**src/core/strap_led_cfg.svh**
```systemverilog
`ifndef STRAP_LED_CFG_SVH
`define STRAP_LED_CFG_SVH

// ----------------------------------------
// Pin positions within the strap bus
// ----------------------------------------
`define PIN_ACTIVITY 0
`define PIN_COLLISION 1
`define PIN_LINK 2
`define PIN_TX 3
`define PIN_RX 4

// ----------------------------------------
// Timing
// ----------------------------------------
`define CLK_PERIOD_NS 5
`define COL_STRETCH_MS 70
// Longest time rounds down
`define COL_STRETCH_CYCLES ((`COL_STRETCH_MS * 1000000) / `CLK_PERIOD_NS)

// ----------------------------------------
// Reset values
// ----------------------------------------
`define ADDR_RESET 5'h00
`define STRETCH_RESET 24'h000000

`endif

```
**src/core/strap_led_pkg.sv**
```systemverilog
package strap_led_pkg;

    typedef logic [4:0] phy_addr_t;

    typedef struct packed {
        logic collision;
        logic link;
        logic tx_active;
        logic rx_active;
    } link_status_s;

    typedef struct packed {
        logic [4:0] o;
        logic [4:0] oe_n;
    } pin_drive_s;

    typedef enum logic [1:0] {
        ST_STRAP,
        ST_CAPTURE,
        ST_LED
    } pin_mode_e;

endpackage : strap_led_pkg

```
**src/core/collision_stretch.sv**
```systemverilog
`timescale 1ns/1ps
`include "strap_led_cfg.svh"

module collision_stretch
    import strap_led_pkg::*;
#(
    parameter int unsigned STRETCH_CYCLES = `COL_STRETCH_CYCLES
)
(
    input wire logic clk,
    input wire logic rstn,
    input wire logic collision,
    output logic stretched
);

    logic [23:0] count;
    logic [23:0] next_count;

    // ----------------------------------------
    // Retrigger on every collision
    // ----------------------------------------
    always_comb
    begin
        next_count = count;
        if (collision)
        begin
            next_count = 24'(STRETCH_CYCLES); // RL5
        end
        else if (count != 24'h000000)
        begin
            next_count = count - 24'h000001;
        end
    end

    always_ff @(posedge clk or negedge rstn)
    begin
        if (!rstn)
        begin
            count <= `STRETCH_RESET;
        end
        else
        begin
            count <= next_count;
        end
    end

    // Shows while collisions persist and for the hold time after the last one
    assign stretched = collision || (count != 24'h000000); // RL4 RL5

endmodule : collision_stretch

```
**src/core/strap_led.sv**
```systemverilog
// What this block does
// RL1 - During power-on or hardware reset the five pins are inputs, sampled when reset ends.
// RL2 - A low sampled pin gives address bit zero and a high one gives one.
// RL3 - Collision pin is address bit 1, link bit 2, transmit bit 3 and receive bit 4.
// RL4 - After reset the collision pin is asserted while collisions are seen.
// RL5 - Each collision holds the collision output asserted for about 70 ms.
// RL6 - After reset the link pin is asserted while a valid link exists.
// RL7 - After reset the transmit pin is asserted while transmit activity is present.
// RL8 - After reset the receive pin is asserted while receive activity is present.
// RL9 - The asserted output level is the inverse of the level sampled at reset.
// RL10 - A software reset neither resamples the pins nor turns them back to inputs.
// RL11 - The activity pin gives address bit 0 and then shows transmit or receive activity.
// RL12 - The sampled address is held until the next hardware reset and offered for matching.
`timescale 1ns/1ps
`include "strap_led_cfg.svh"

module strap_led
    import strap_led_pkg::*;
#(
    parameter int unsigned STRETCH_CYCLES = `COL_STRETCH_CYCLES
)
(
    input wire logic clk,
    input wire logic rstn,
    input wire logic soft_reset,
    input wire link_status_s status,
    input wire logic addr0_activity_led_i,
    output logic addr0_activity_led_o,
    output logic addr0_activity_led_oe_n,
    input wire logic addr1_collision_led_i,
    output logic addr1_collision_led_o,
    output logic addr1_collision_led_oe_n,
    input wire logic addr2_link_led_i,
    output logic addr2_link_led_o,
    output logic addr2_link_led_oe_n,
    input wire logic addr3_tx_led_i,
    output logic addr3_tx_led_o,
    output logic addr3_tx_led_oe_n,
    input wire logic addr4_rx_led_i,
    output logic addr4_rx_led_o,
    output logic addr4_rx_led_oe_n,
    output phy_addr_t phy_addr,
    output logic phy_addr_valid
);

    // ----------------------------------------
    // State
    // ----------------------------------------
    pin_mode_e mode;
    pin_mode_e next_mode;
    phy_addr_t addr;
    phy_addr_t next_addr;
    logic [4:0] pins_in;
    logic [4:0] next_led_state;
    pin_drive_s drive;
    pin_drive_s next_drive;
    logic col_stretched;

    // ----------------------------------------
    // Helpers
    // ----------------------------------------
    // Address bit N is taken from pin N
    function automatic phy_addr_t strap_addr(input logic [4:0] pins);
        phy_addr_t a;
        a = `ADDR_RESET;
        a[0] = pins[`PIN_ACTIVITY]; // RL11
        a[1] = pins[`PIN_COLLISION]; // RL3
        a[2] = pins[`PIN_LINK]; // RL3
        a[3] = pins[`PIN_TX]; // RL3
        a[4] = pins[`PIN_RX]; // RL3
        return a;
    endfunction : strap_addr

    // Collision comes in already stretched, the other pins follow status directly
    function automatic logic [4:0] status_leds(input link_status_s s, input logic col);
        logic [4:0] leds;
        leds = 5'h00;
        leds[`PIN_ACTIVITY] = s.tx_active || s.rx_active; // RL11
        leds[`PIN_COLLISION] = col; // RL4 RL5
        leds[`PIN_LINK] = s.link; // RL6
        leds[`PIN_TX] = s.tx_active; // RL7
        leds[`PIN_RX] = s.rx_active; // RL8
        return leds;
    endfunction : status_leds

    // Asserted level is the opposite of the strap, lighting the series LED
    function automatic logic [4:0] pin_level(input logic [4:0] leds, input phy_addr_t strap);
        return leds ^ strap; // RL9
    endfunction : pin_level

    // Pins stay released until the address is in the latch, then are driven for good
    function automatic logic [4:0] pin_enable_n(input pin_mode_e m);
        return (m == ST_LED) ? 5'h00 : 5'h1f; // RL1 RL10
    endfunction : pin_enable_n

    // ----------------------------------------
    // Strap pins
    // ----------------------------------------
    assign pins_in[`PIN_ACTIVITY] = addr0_activity_led_i; // RL11
    assign pins_in[`PIN_COLLISION] = addr1_collision_led_i; // RL3
    assign pins_in[`PIN_LINK] = addr2_link_led_i; // RL3
    assign pins_in[`PIN_TX] = addr3_tx_led_i; // RL3
    assign pins_in[`PIN_RX] = addr4_rx_led_i; // RL3

    // ----------------------------------------
    // Pin mode and address latch
    // ----------------------------------------
    // Sampling one clock after release keeps the async reset flops constant-loaded
    always_comb
    begin
        next_mode = mode;
        next_addr = addr;
        unique case (mode)
            ST_STRAP:
            begin
                next_mode = ST_CAPTURE;
            end
            ST_CAPTURE:
            begin
                next_addr = strap_addr(pins_in); // RL1 RL2 RL3
                next_mode = ST_LED;
            end
            ST_LED:
            begin
                // Soft reset has no path back to the strap states, so the latch holds
                next_mode = ST_LED; // RL10 RL12
                if (soft_reset)
                begin
                    // Pins stay outputs and the address is not taken again
                    next_mode = ST_LED; // RL10
                    next_addr = addr; // RL10
                end
            end
            default:
            begin
                // An unused state code parks the pins as outputs and keeps the latch
                next_mode = ST_LED;
            end
        endcase
    end

    always_ff @(posedge clk or negedge rstn)
    begin
        if (!rstn)
        begin
            mode <= ST_STRAP;
            addr <= `ADDR_RESET;
        end
        else
        begin
            mode <= next_mode;
            addr <= next_addr;
        end
    end

    // ----------------------------------------
    // Address output
    // ----------------------------------------
    assign phy_addr = addr; // RL12
    assign phy_addr_valid = (mode == ST_LED); // RL12

    // ----------------------------------------
    // Collision stretch
    // ----------------------------------------
    // Every collision reloads the hold time, so a burst keeps the LED lit
    collision_stretch #(
        .STRETCH_CYCLES(STRETCH_CYCLES)
    ) u_col (
        .clk(clk),
        .rstn(rstn),
        .collision(status.collision),
        .stretched(col_stretched)
    );

    // ----------------------------------------
    // LED drive
    // ----------------------------------------
    always_comb
    begin
        next_led_state = status_leds(status, col_stretched); // RL4 RL5 RL6 RL7 RL8 RL11
        next_drive.o = 5'h00;
        next_drive.oe_n = pin_enable_n(next_mode); // RL1 RL10
        // A soft reset leaves the pins driven as outputs
        if (next_mode == ST_LED)
        begin
            // An idle pin sits at the strap level, so the LED stays dark
            next_drive.o = pin_level(next_led_state, next_addr); // RL9
        end
    end

    always_ff @(posedge clk or negedge rstn)
    begin
        if (!rstn)
        begin
            // Released pins during reset so the straps can be read
            drive.o <= 5'h00;
            drive.oe_n <= 5'h1f; // RL1
        end
        else
        begin
            drive <= next_drive;
        end
    end

    // ----------------------------------------
    // Pin fan-out
    // ----------------------------------------
    // Pin levels come straight from flops, so no status glitch reaches an LED
    assign addr0_activity_led_o = drive.o[`PIN_ACTIVITY];
    assign addr0_activity_led_oe_n = drive.oe_n[`PIN_ACTIVITY];
    assign addr1_collision_led_o = drive.o[`PIN_COLLISION];
    assign addr1_collision_led_oe_n = drive.oe_n[`PIN_COLLISION];
    assign addr2_link_led_o = drive.o[`PIN_LINK];
    assign addr2_link_led_oe_n = drive.oe_n[`PIN_LINK];
    assign addr3_tx_led_o = drive.o[`PIN_TX];
    assign addr3_tx_led_oe_n = drive.oe_n[`PIN_TX];
    assign addr4_rx_led_o = drive.o[`PIN_RX];
    assign addr4_rx_led_oe_n = drive.oe_n[`PIN_RX];

endmodule : strap_led

```
**config.mk**
```make
export PLATFORM = sky130hd
export DESIGN_NAME = strap_led
export DESIGN_NICKNAME = d
export VERILOG_FILES = /design/src/core/strap_led_pkg.sv /design/src/core/collision_stretch.sv /design/src/core/strap_led.sv
export VERILOG_INCLUDE_DIRS = /design/src /design/src/core
export SDC_FILE = /design/constraint.sdc
export NUM_CORES = 1
export LEC_CHECK = 0
export CORE_UTILIZATION = 50
export CTS_CLUSTER_DIAMETER = 60
export DETAILED_ROUTE_END_ITERATION = 8
export DONT_BUFFER_PORTS = 1
export PLACE_DENSITY_LB_ADDON = 0.25
export SLEW_MARGIN = 20
export SYNTH_ARGS = -nofsm -noshare
export SYNTH_HDL_FRONTEND = slang
export SYNTH_SLANG_ARGS = --single-unit
```
**constraint.sdc**
```tcl
create_clock -name clk -period 2.73 [get_ports clk]
set_input_delay 0.273 -clock clk [delete_from_list [all_inputs] [get_ports clk]]
set_output_delay 0.273 -clock clk [all_outputs]
set_load 0.01 [all_outputs]
```
== Yosys cells after proc, flatten, opt, wreduce, memory -nomap -nowiden ==
Cells that the tools add are included.

* Flip-flop bits (word level): 41
* Logic and storage cells: 21
* Input bits: 12

* Multiplexer cells: 6
* Eq/ne operators: 3
* Reduce and logical (&&, ||, !) cells: 5
* Bitwise logic cells: 1
* $add $sub $neg: 1

{| class="wikitable"
|+ Operators with widths
! operator !! count
|-
| 24-bit two-way mux || 2
|-
| 24-bit nonzero test || 1
|-
| 24-bit by 1-bit subtractor with 24-bit output (second input constant) || 1
|-
| 5-bit two-way mux || 3
|-
| 5-bit XOR || 1
|-
| 2-bit equality test (second input constant) || 2
|-
| 2-bit by 1-bit equality test with 1-bit output (second input constant) || 1
|-
| 2-bit logical NOT || 1
|-
| 1-bit logical OR || 2
|-
| 2-bit two-way mux || 1
|-
| 2-bit nonzero test || 1
|}

== Longest topological paths before layout ==
Gate-level depths: netlist (run 1).

* Depth in word-level cells: 4
* Gate-level depth with buffers: 7

== Hierarchy ==
A second synthesis (run 1) with hierarchy kept.

* Cell total of the unflattened synthesis: 193
* Area, all modules: 1999.4 um2

{| class="wikitable"
|+ Modules (own cells, without submodules)
! module !! cells an instance !! seq. area each (um2) !! area each (um2) !! instances
|-
| collision_stretch || 150 || 600.6 || 1393.8 || 1
|-
| strap_led || 43 || 326.6 || 605.6 || 1
|}

== Worst setup path before layout (run 1) ==
No wires, ideal clock.

* Path kind: register -> register
* From: register u_col.count[2]
* To: register u_col.count[13]
* Required time: 2.602 ns
* Clock period less this slack: 2.116 ns
* Path buffers: 1
* Setup time: 0.128 ns
* Arrival time: 1.988 ns
* Path slack: 0.614 ns
* Cell stages (with the launch flop): 6
* Path through: dfrtp_1 or4_1 buf_2 or4_1 a211oi_2 mux2_1

* Cells in the longest elaborated chain, start to end: 3
* Elaborated cells between the ends (all ways): 5
* Those cells by class: add/sub: 1; mux: 2; reduce/logical: 2

{| class="wikitable"
|+ Ends and longest elaborated chain
! what !! RTL line !! RTL
|-
| start, declared || collision_stretch.sv:16 || <nowiki>logic [23:0] count;</nowiki>
|-
| start signal, assigned || collision_stretch.sv:39 || <nowiki>count <= `STRETCH_RESET;</nowiki>
|-
| start signal, assigned || collision_stretch.sv:43 || <nowiki>count <= next_count;</nowiki>
|-
| 24-bit by 1-bit subtractor with 24-bit output || collision_stretch.sv:31 || <nowiki>next_count = count - 24'h000001;</nowiki>
|-
| 24-bit two-way mux || collision_stretch.sv:29 || <nowiki>else if (count != 24'h000000)</nowiki>
|-
| 24-bit two-way mux || collision_stretch.sv:25 || <nowiki>if (collision)</nowiki>
|}

Several ways; a longest one is shown, not always the timed one. The select of a mux whose other input is x is not followed.
A chain may end at the register's enable or synchronous reset.

== Worst setup path after layout (run 1) ==
Same ends and word-level chain as after synthesis.

==> reports/qor.yml, run 1 <==
hold_path:
  min_to: "u_col.count[17]"
  holdCritStartpoint: "status[3]"
  hold_class: "in2reg"
  hold_path_depth: 1
setup_path:
  r2r_slack_ns: 0.38
  path_cells: "or4_1 > or4_1 > a211oi_2 > mux2_1"
  critPathTopFamily: "simple AND/OR/NAND/NOR gates"
  r2r-start: "u_col.count[2]"
  critical_path_required_ns: 2.91
  slowest_stage: "or4_1"
  startpoint_type: "flip-flop"
  worstSetupEndpointType: "flip-flop"
  crit_type: "reg2reg"
  cp_common_cell: "or4_1"
  cp_max_fo: 8
  r2r_end: "u_col.count[13]"
  path_buf_inv: 0
  ff2ff_path_depth: 4
  critPathArrivalTime_ns: 2.53
  startpoint: "u_col.count[2]"
  crit_path_max_incr_delay_ns: 0.70
synth:
  synth_area_mm2: 0.00202
  synth_top_area_share_pct: 44.5
  synth_cells: 203
  synth_seq_cells: 37
  synthFlopType: "dfrtp_1"
  synth_top_cell_by_area: "dfrtp_1"
  synthesis.nets: 217
  yosysWarnings: 0
  synth_commonest_cells: "36 x dfrtp_1, 25 x nor2_1, 21 x nor2b_1"
  synth_area_leaders: "dfrtp_1 45%, nor2b_1 6.5%, mux2_2 6.1%, mux2i_1 5.9%, nor2_1 4.6%"
  syn_avg_cell_area_um2: 9.97
  yosysUniqueCellTypes: 39
  async_reset_ff_share_pct: 100
  yosysMostFrequentCell: "dfrtp_1"
  synth_edf_count: 0
  ys_seq_area_share_pct: 45.8
sta:
  fin_setup_tns_ns: 0
  fmax_mhz: 425
  worst_pin_slew_ns: 0.630
  report.final.setup_viol: 0
  timing.final.crit_period_ns: 2.35
  setup_slack_ns: 0.379
  drv_slew: 0
  finalHoldViolations: 0
  slew_headroom_pct: 56.9
  fin_worst_skew_ns: 0.00521
  rsz0062_at_grt: "false"
  fin_crit_sh_pct: 86.1
global_routing:
  grt_pass1_wl_um: 6870
  grt_pass1_vias: 1408
  antenna_found_initial: 0
  grt_usage_pct: 21.5
  grt_max_degree: 45
  overflow: 0
floorplanning:
  die_area_mm2: 0.00430
  initial_core_util_pct: 53.6
  num_io_pins: 28
  rows: 22
  die-width_um: 65.6
  fp.coreArea_mm2: 0.00377
  die_h_um: 65.6
clocking:
  htreeDepth: 2
  cts_resized: 0
  cts_root_buffer: "clkbuf_8"
  postCtsSetupBuffers: 0
  cts.sinks: 37
  cts_buffers: 5
  clock_path_buffers: 2
  clkTransAtPathRegs_ns: 0.07
  clkLatencyLatePin_ns: 0.29
  cts_tree: "built"
outcome:
  status: "complete, no violations"
cells_and_area:
  seqCellArea_um2: 927
  fillers: 320
  diodes: 0
  multi_input_area_um2: 1000
  drive_gt1_share_pct: 13.0
  layout.nets: 213
  area_growth_pct: 5.75
  final_area_mm2: 0.00214
detailed_routing:
  routed_via_density: 6.05
  routed_wirelength_um: 4140
  drtIter0Drc: 109
  drt-pass1-iter-count: 4
  dr_total_vias: 1500
  drc_errors: 0
  drt-wirelength-per-cell_um: 16.7
  detail-route-antenna-nets: 0
power:
  internal_power_uw: 826
  sw_frac_of_total_pct: 27.1
  switchingPower_uw: 306
  p_seq_share_pct: 54.6
  combinationalPowerShare_pct: 12.8
  power_density_mw_per_mm2: 529
  ir_drop_mv: 0.372
  p_leak_uw: 0.000766
  p_clk_share_pct: 32.6
job:
  maxCapViolCount: 0
placed_design:
  io_buffer_count: 0
  place_congestion: 0.777
  hpwl_um: 2860
  dpl_cell_area_mm2: 0.00203
  place_ws_ns: 0.388
==> cells in the final DEF (no fill, tap or decap), types with 3 or more instances in the layout <==
cell and n:
mux2_2 11, nor2b_1 21, a211oi_1 5, nor4_1 8, buf_4 4, nor2_1 25, dfrtp_1 36, nand2_1 9
nor3b_1 4, clkbuf_8 5, or3_1 3, nor3_1 5, inv_1 3, a2111oi_0 5, a21oi_1 5, mux2i_1 12
or4_1 5, o21ai_0 4
==> registers in the layout, indices dropped and copies added (netlist names) <==
name and cells:
u_col.count 24, phy_addr 5, mode 2, addr0_activity_led_o 1
addr1_collision_led_o 1, addr2_link_led_o 1, addr3_tx_led_o 1, addr3_tx_led_oe_n 1
addr4_rx_led_o 1
==> timing repair <==
action,CTS,global route
hold buffers,2,0
hold endpoints to repair,37,0
endpoints found under the setup margin,0,0
==> worst reg2reg max path, delay by kind of cell (launching register included) <==
family	cells	cell delay, ns
AOI/OAI and AO/OA	1	0.26
muxes	1	0.35
and+or+nand+nor	2	1.18
DFF	1	0.45
==> power by group through the flow <==
stage               Clock, µW  Combinational (µW)  Sequential (µW)
floorplan                   0                 116              619
global placement            0                 123              625
detailed placement          0                 130              628
CTS                       375                 147              618
global route              392                 164              624
finish                    369                 145              618
==> cells by family (layout without fill, tap and decap cells) <==
| family | Yosys count | count (layout) | synth area share (%) |
|---|---|---|---|
| XOR/XNOR | 1 | 1 | 0.433 |
| AND/OR/NAND/NOR | 96 | 96 | 26.9 |
| flip-flops | 37 | 37 | 45.8 |
| buffers and inverters | 20 | 17 | 4.76 |
| multiplexers | 25 | 25 | 13.2 |
| AO/OA/AOI/OAI | 22 | 22 | 7.67 |
| adder cells (fa/ha/maj) | 2 | 2 | 1.24 |
==> per-layer routing <==
layer  GRT usage (%)  wire length, µm
met1            28.8             1840
met2            33.9             2110
met3            6.42              144
met4            5.71               35
met5               0                0
==> how the worst max path moves through the flow <==
stage	to	slack [ns]	depth (start not counted)
after floorplan	u_col.count[13]	0.61	5
after global placement	u_col.count[13]	0.48	4
after detailed placement	u_col.count[13]	0.39	4
after CTS	u_col.count[13]	0.38	4
after global routing	u_col.count[19]	0.30	5
final	u_col.count[13]	0.38	4
==> layout make-up <==
cell class                 count  area share (%)
clock inverter                 1           0.234
timing repair buffer           6            2.81
inverter                       3           0.526
tap                           48            2.81
multi-input combinational    146            46.7
sequential                    37            43.3
clock buffer                   7            3.57
==> through the flow <==
step / util, % / power [µW] / instances / hold slack, ns
after detailed placement: 53.8 / 759 / 238 / -0.0214
after CTS: 56.7 / 1140 / 248 / 0.0356
after floorplan: - / 736 / 203 / -0.0226
final: 56.7 / 1130 / 248 / 0.0528
after global routing: 56.7 / 1180 / 248 / 0.0271
after global placement: 53.8 / 748 / 238 / -0.0215
(Power assumes the default switching activity.)
==> run 2, diff against run 1 <==
==> constraint.sdc (replaced) <==
create_clock -name clk -period 2.4 [get_ports clk]
set_input_delay 0.24 -clock clk [delete_from_list [all_inputs] [get_ports clk]]
set_output_delay 0.24 -clock clk [all_outputs]
set_load 0.01 [all_outputs]
==> reports/qor.yml, run 2 (same netlist as run 1, synthesis figures left out) <==
setup_path:
  critPathArrivalTime_ns: 2.45  # -0.08 ns
  startpoint_type: "flip-flop"
  r2r-start: "u_col.count[0]"
  worstSetupEndpointType: "flip-flop"
  cp_max_fo: 6  # -2
  ff2ff_path_depth: 4  # unchanged
  cp_common_cell: "or4_1"
  critical_path_required_ns: 2.57  # -0.34 ns
  crit_path_max_incr_delay_ns: 0.67  # -0.03 ns
  r2r_end: "u_col.count[13]"
  slowest_stage: "or4_1"
  crit_type: "reg2reg"
  r2r_slack_ns: 0.12  # -0.26 ns
  path_cells: "or4_1 > or4_1 > a211oi_2 > mux2_1"
floorplanning:
  num_io_pins: 28  # unchanged
  initial_core_util_pct: 53.6  # unchanged
  rows: 22  # unchanged
  die_h_um: 65.6  # unchanged
  fp.coreArea_mm2: 0.00377  # unchanged
  die_area_mm2: 0.00430  # unchanged
  die-width_um: 65.6  # unchanged
power:
  p_leak_uw: 0.000817  # +6.6%
  power_density_mw_per_mm2: 646  # +22%
  ir_drop_mv: 0.320  # -14%
cells_and_area:
  fillers: 327  # +2.2%
  layout.nets: 221  # +3.8%
  drive_gt1_share_pct: 17.3  # +4.3 points
  utilization_pct: 59.5  # +2.8 points
  area_growth_pct: 10.9
  layout_commonest_cell: "dfrtp_1"
  seqCellArea_um2: 927  # unchanged
  diodes: 0  # unchanged
  final_cell_mix: "36 x dfrtp_1, 25 x nor2_1, 21 x nor2b_1"
  final_area_mm2: 0.00224  # +4.9%
  stdcell_count: 256  # +3.2%
  largest_register_ffs: 24  # unchanged
  largest_register: "u_col.count"
  multi_input_area_mm2: 0.00101  # +0.75%
hold_path:
  hold_class: "in2reg"
  min_to: "u_col.count[14]"
  hold_path_depth: 1  # unchanged
  holdCritStartpoint: "status[3]"
global_routing:
  grt_usage_pct: 23.2  # +1.6 points
  grt_pass1_vias: 1523  # +8.2%
  antenna_found_initial: 0  # unchanged
  grt_max_degree: 43  # -4.4%
  grt_pass1_wl_um: 7300  # +6.2%
  overflow: 0  # unchanged
sta:
  fin_crit_sh_pct: 95.0  # +8.9 points
  rsz0062_at_grt: "false"
  drv_slew: 0  # unchanged
  fin_worst_skew_ns: 0.00992  # +0.00471 ns
  report.final.setup_viol: 0  # unchanged
  setup_slack_ns: 0.121  # -0.259 ns
  fmax_mhz: 439  # +3.1%
  fin_setup_tns_ns: 0  # unchanged
  finalHoldViolations: 0  # unchanged
  worst_pin_slew_ns: 0.584  # -0.0464 ns
  slew_headroom_pct: 60.1  # +3.2 points
  timing.final.crit_period_ns: 2.28  # -0.0714 ns
outcome:
  status: "complete, no violations"
detailed_routing:
  routed_via_density: 6.04  # -0.15%
  drt-wirelength-per-cell_um: 17.0  # +1.8%
  dr_total_vias: 1546  # +3.1%
  drtIter0Drc: 96  # -12%
  drc_errors: 0  # unchanged
  drt-pass1-iter-count: 4  # unchanged
  detail-route-antenna-nets: 0  # unchanged
  routed_wirelength_um: 4350  # +5.1%
clocking:
  cts_tree: "built"
  clock_path_buffers: 2  # unchanged
  cts_root_buffer: "clkbuf_8"
  clkLatencyLatePin_ns: 0.30  # about the same
  htreeDepth: 2  # unchanged
  cts_buffers: 5  # unchanged
  clkTransAtPathRegs_ns: 0.08  # about the same
  postCtsSetupBuffers: 0  # unchanged
  cts.sinks: 37  # unchanged
placed_design:
  place_ws_ns: 0.0902  # -0.298 ns
  dpl_cell_area_mm2: 0.00208  # +2.6%
  hpwl_um: 3050  # +6.7%
  place_inst: 245  # +2.9%
  place_congestion: 0.793  # +2.0%
  io_buffer_count: 0  # unchanged
job:
  maxCapViolCount: 0  # unchanged
[run 2: worst max-delay path by stage]
stage | start | cells past startpoint | slack [ns] | endpoint
final | u_col.count[0] | 4 | 0.12 | u_col.count[13]
after global routing | u_col.count[20] | 5 | 0.002 | u_col.count[23]
after CTS | u_col.count[12] | 5 | 0.06 | u_col.count[23]
after detailed placement | u_col.count[12] | 5 | 0.09 | u_col.count[23]
after global placement | u_col.count[0] | 4 | 0.20 | u_col.count[13]
after floorplan | u_col.count[2] | 5 | 0.28 | u_col.count[13]
[run 2: layout make-up]
cell class                      instances  share of cell area, %
Timing Repair Buffer                   14                   5.47
Tap cell                               48                   2.68
Clock buffer                            5                   3.07
Multi-Input combinational cell        146                   44.9
Clock inverter                          3                   2.06
Sequential cell                        37                   41.3
Inverter                                3                  0.502
[run 2: metal layers]
| layer | global-route usage, % | wire length [µm] | up-vias |
|---|---|---|---|
| met3 | 5.03 | 162 | 7 |
| met2 | 39.0 | 2200 | 33 |
| met4 | 8.97 | 65 | 0 |
| met1 | 28.8 | 1920 | 780 |
| li1 | - | - | 726 |
| met5 | 0 | 0 | - |
[run 2: report_power, final]
| part | leakage, µW | internal (µW) | switching (µW) |
|---|---|---|---|
| sequential | 0.000415 | 659 | 41.9 |
| clock | 0.0000543 | 311 | 240 |
| combinational | 0.000347 | 98.2 | 100 |
| total | 0.000817 | 1070 | 382 |
[run 2: stage by stage]
step           total power (µW)  hold WS [ns]
4_1_cts                    1460       0.00660
6_report                   1450        0.0246
3_5_place_dp                890       -0.0546
3_3_place_gp                874       -0.0546
2_1_floorplan               837       -0.0556
5_1_grt                    1510       0.00718
[run 2: worst max-delay path, delay by kind of cell (launching register included)]
kind             cells  cell delay [ns]
AO/OA/AOI/OAI        1             0.25
flip-flops           1             0.43
AND/OR/NAND/NOR      2             1.13
multiplexers         1             0.35
[run 2: timing repair]
action / in CTS / in global routing
hold buffers: 3 / 0
setup endpoints to repair: 0 / 5
resized for setup: 0 / 2
hold endpoints to repair: 40 / 0
==> run 3, diff against run 2 <==
--- a/config.mk
+++ b/config.mk
@@ -10,6 +10,7 @@
 export CTS_CLUSTER_DIAMETER = 60
 export DETAILED_ROUTE_END_ITERATION = 8
 export DONT_BUFFER_PORTS = 1
+export HOLD_SLACK_MARGIN = 0.08
 export PLACE_DENSITY_LB_ADDON = 0.25
 export SLEW_MARGIN = 20
 export SYNTH_ARGS = -nofsm -noshare
==> reports/qor.yml, run 3 (same netlist as run 1, synthesis figures left out) <==
floorplanning:
  die_area_mm2: 0.00430  # unchanged
  num_io_pins: 28  # unchanged
  die-width_um: 65.6  # unchanged
  die_h_um: 65.6  # unchanged
  initial_core_util_pct: 53.6  # unchanged
  fp.coreArea_mm2: 0.00377  # unchanged
  rows: 22  # unchanged
clocking:
  clkLatencyLatePin_ns: 0.30  # about the same
  postCtsSetupBuffers: 0  # unchanged
  htreeDepth: 2  # unchanged
  cts_root_buffer: "clkbuf_8"
  clkTransAtPathRegs_ns: 0.08  # about the same
  clock_path_buffers: 2  # unchanged
  cts_tree: "built"
  cts_buffers: 5  # unchanged
  cts.sinks: 37  # unchanged
outcome:
  status: "complete, no violations"
sta:
  slew_headroom_pct: 58.0  # -2.1 points
  fmax_mhz: 439  # about the same
  timing.final.crit_period_ns: 2.28  # -0.00195 ns
  drv_slew: 0  # unchanged
  fin_crit_sh_pct: 94.9  # about the same
  fin_setup_tns_ns: 0  # unchanged
  report.final.setup_viol: 0  # unchanged
  worst_pin_slew_ns: 0.625  # +0.0410 ns
  fin_worst_skew_ns: 0.00823  # -0.00169 ns
  rsz0062_at_grt: "false"
  finalHoldViolations: 0  # unchanged
cells_and_area:
  largest_register_ffs: 24  # unchanged
  stdcell_count: 256  # unchanged
  largest_register: "u_col.count"
  drive_gt1_share_pct: 17.3  # unchanged
  layout.nets: 221  # unchanged
  diodes: 0  # unchanged
  final_cell_mix: "36 x dfrtp_1, 25 x nor2_1, 21 x nor2b_1"
  utilization_pct: 59.5  # unchanged
  layout_commonest_cell: "dfrtp_1"
  area_growth_pct: 10.9  # unchanged
setup_path:
  path_buf_inv: 0  # unchanged
  path_cells: "or4_1 > or4_1 > a211oi_2 > mux2_1"
  r2r_end: "u_col.count[13]"
  cp_max_fo: 6  # unchanged
  worstSetupEndpointType: "flip-flop"
  critPathArrivalTime_ns: 2.45  # about the same
  ff2ff_path_depth: 4  # unchanged
  critical_path_required_ns: 2.58  # about the same
  cp_num_cells: 4  # unchanged
  crit_type: "reg2reg"
  r2r-start: "u_col.count[0]"
  r2r_slack_ns: 0.12  # about the same
  critPathTopFamily: "simple AND/OR/NAND/NOR gates"
  slowest_stage: "or4_1"
  startpoint_type: "flip-flop"
  crit_path_max_incr_delay_ns: 0.67  # about the same
  cp_common_cell: "or4_1"
placed_design:
  hpwl_um: 3050  # unchanged
  place_congestion: 0.793  # unchanged
  place_inst: 245  # unchanged
  io_buffer_count: 0  # unchanged
hold_path:
  min_to: "addr4_rx_led_o"
  hold_class: "in2reg"
  hold_path_depth: 2  # +1
  holdCritStartpoint: "status[0]"
job:
  maxCapViolCount: 0  # unchanged
detailed_routing:
  routed_wirelength_um: 4390  # +1.1%
  routed_via_density: 6.01  # -0.52%
  detail-route-antenna-nets: 0  # unchanged
  drtIter0Drc: 97  # +1.0%
  dr_total_vias: 1538  # -0.52%
  drt-pass1-iter-count: 4  # unchanged
  drt-wirelength-per-cell_um: 17.2  # +1.1%
  drc_errors: 0  # unchanged
power:
  ir_drop_mv: 0.320  # about the same
  power_density_mw_per_mm2: 646  # about the same
  p_leak_uw: 0.000817  # unchanged
global_routing:
  grt_pass1_wl_um: 7360  # +0.85%
  grt_max_degree: 41  # -4.7%
  grt_usage_pct: 23.4  # +0.26 points
  antenna_found_initial: 0  # unchanged
  overflow: 0  # unchanged
  grt_pass1_vias: 1528  # +0.33%
==> run 3: cell counts in the layout (fill, tap and decap cells not counted) <==
No cell type changed its count.
==> run 3: worst reg2reg max path, stage by stage, from the launching register on <==
cell and delay [ns]:
dfrtp_1 0.43, or4_1 0.67, or4_1 0.46, a211oi_2 0.24, mux2_1 0.35
==> run 3: area by class of cell <==
class,instances,area (µm²)
Timing Repair Buffer,14,123
Sequential cell,37,927
Inverter,3,11.3
Multi-Input combinational cell,146,1010
Clock inverter,3,46.3
Fill cell,327,1530
Clock buffer,5,68.8
Tap cell,48,60.1
==> run 3: per-layer routing <==
| layer | vias to the layer above | GRT usage [%] | wire (µm) |
|---|---|---|---|
| met5 | - | 0 | 0 |
| met4 | 0 | 9.51 | 75 |
| met3 | 9 | 5.56 | 208 |
| met2 | 34 | 39.2 | 2200 |
| met1 | 765 | 28.9 | 1910 |
| li1 | 730 | - | - |
==> run 3: through the flow <==
stage | worst slack (ns) | total power (µW) | hold WS [ns] | cell area, µm²
finish | 0.123 | 1450 | 0.105 | 2240
detailed placement | 0.0902 | 890 | -0.0546 | 2080
global placement | 0.205 | 874 | -0.0546 | 2080
global route | 0.00163 | 1510 | 0.116 | 2240
floorplan | 0.284 | 837 | -0.0556 | 2020
CTS | 0.0556 | 1460 | 0.100 | 2240
==> run 3: timing repair <==
item / 4_1_cts / 5_1_grt
resized for setup: 0 / 2
endpoints found under the hold margin: 42 / 0
endpoints found under the setup margin: 0 / 5
hold buffers: 3 / 0
==> run 3: how the worst max path moves through the flow <==
stage                          from              end  slack (ns)
finish               u_col.count[0]  u_col.count[13]        0.12
global route        u_col.count[20]  u_col.count[23]       0.002
CTS                 u_col.count[12]  u_col.count[23]        0.06
detailed placement  u_col.count[12]  u_col.count[23]        0.09
global placement     u_col.count[0]  u_col.count[13]        0.20
floorplan            u_col.count[2]  u_col.count[13]        0.28
==> run 3: power breakdown <==
| group | total (µW) | switching, µW | internal (µW) |
|---|---|---|---|
| logic | 200 | 101 | 98.2 |
| clock network | 549 | 238 | 311 |
| registers | 701 | 42.1 | 659 |
| total | 1450 | 382 | 1070 |
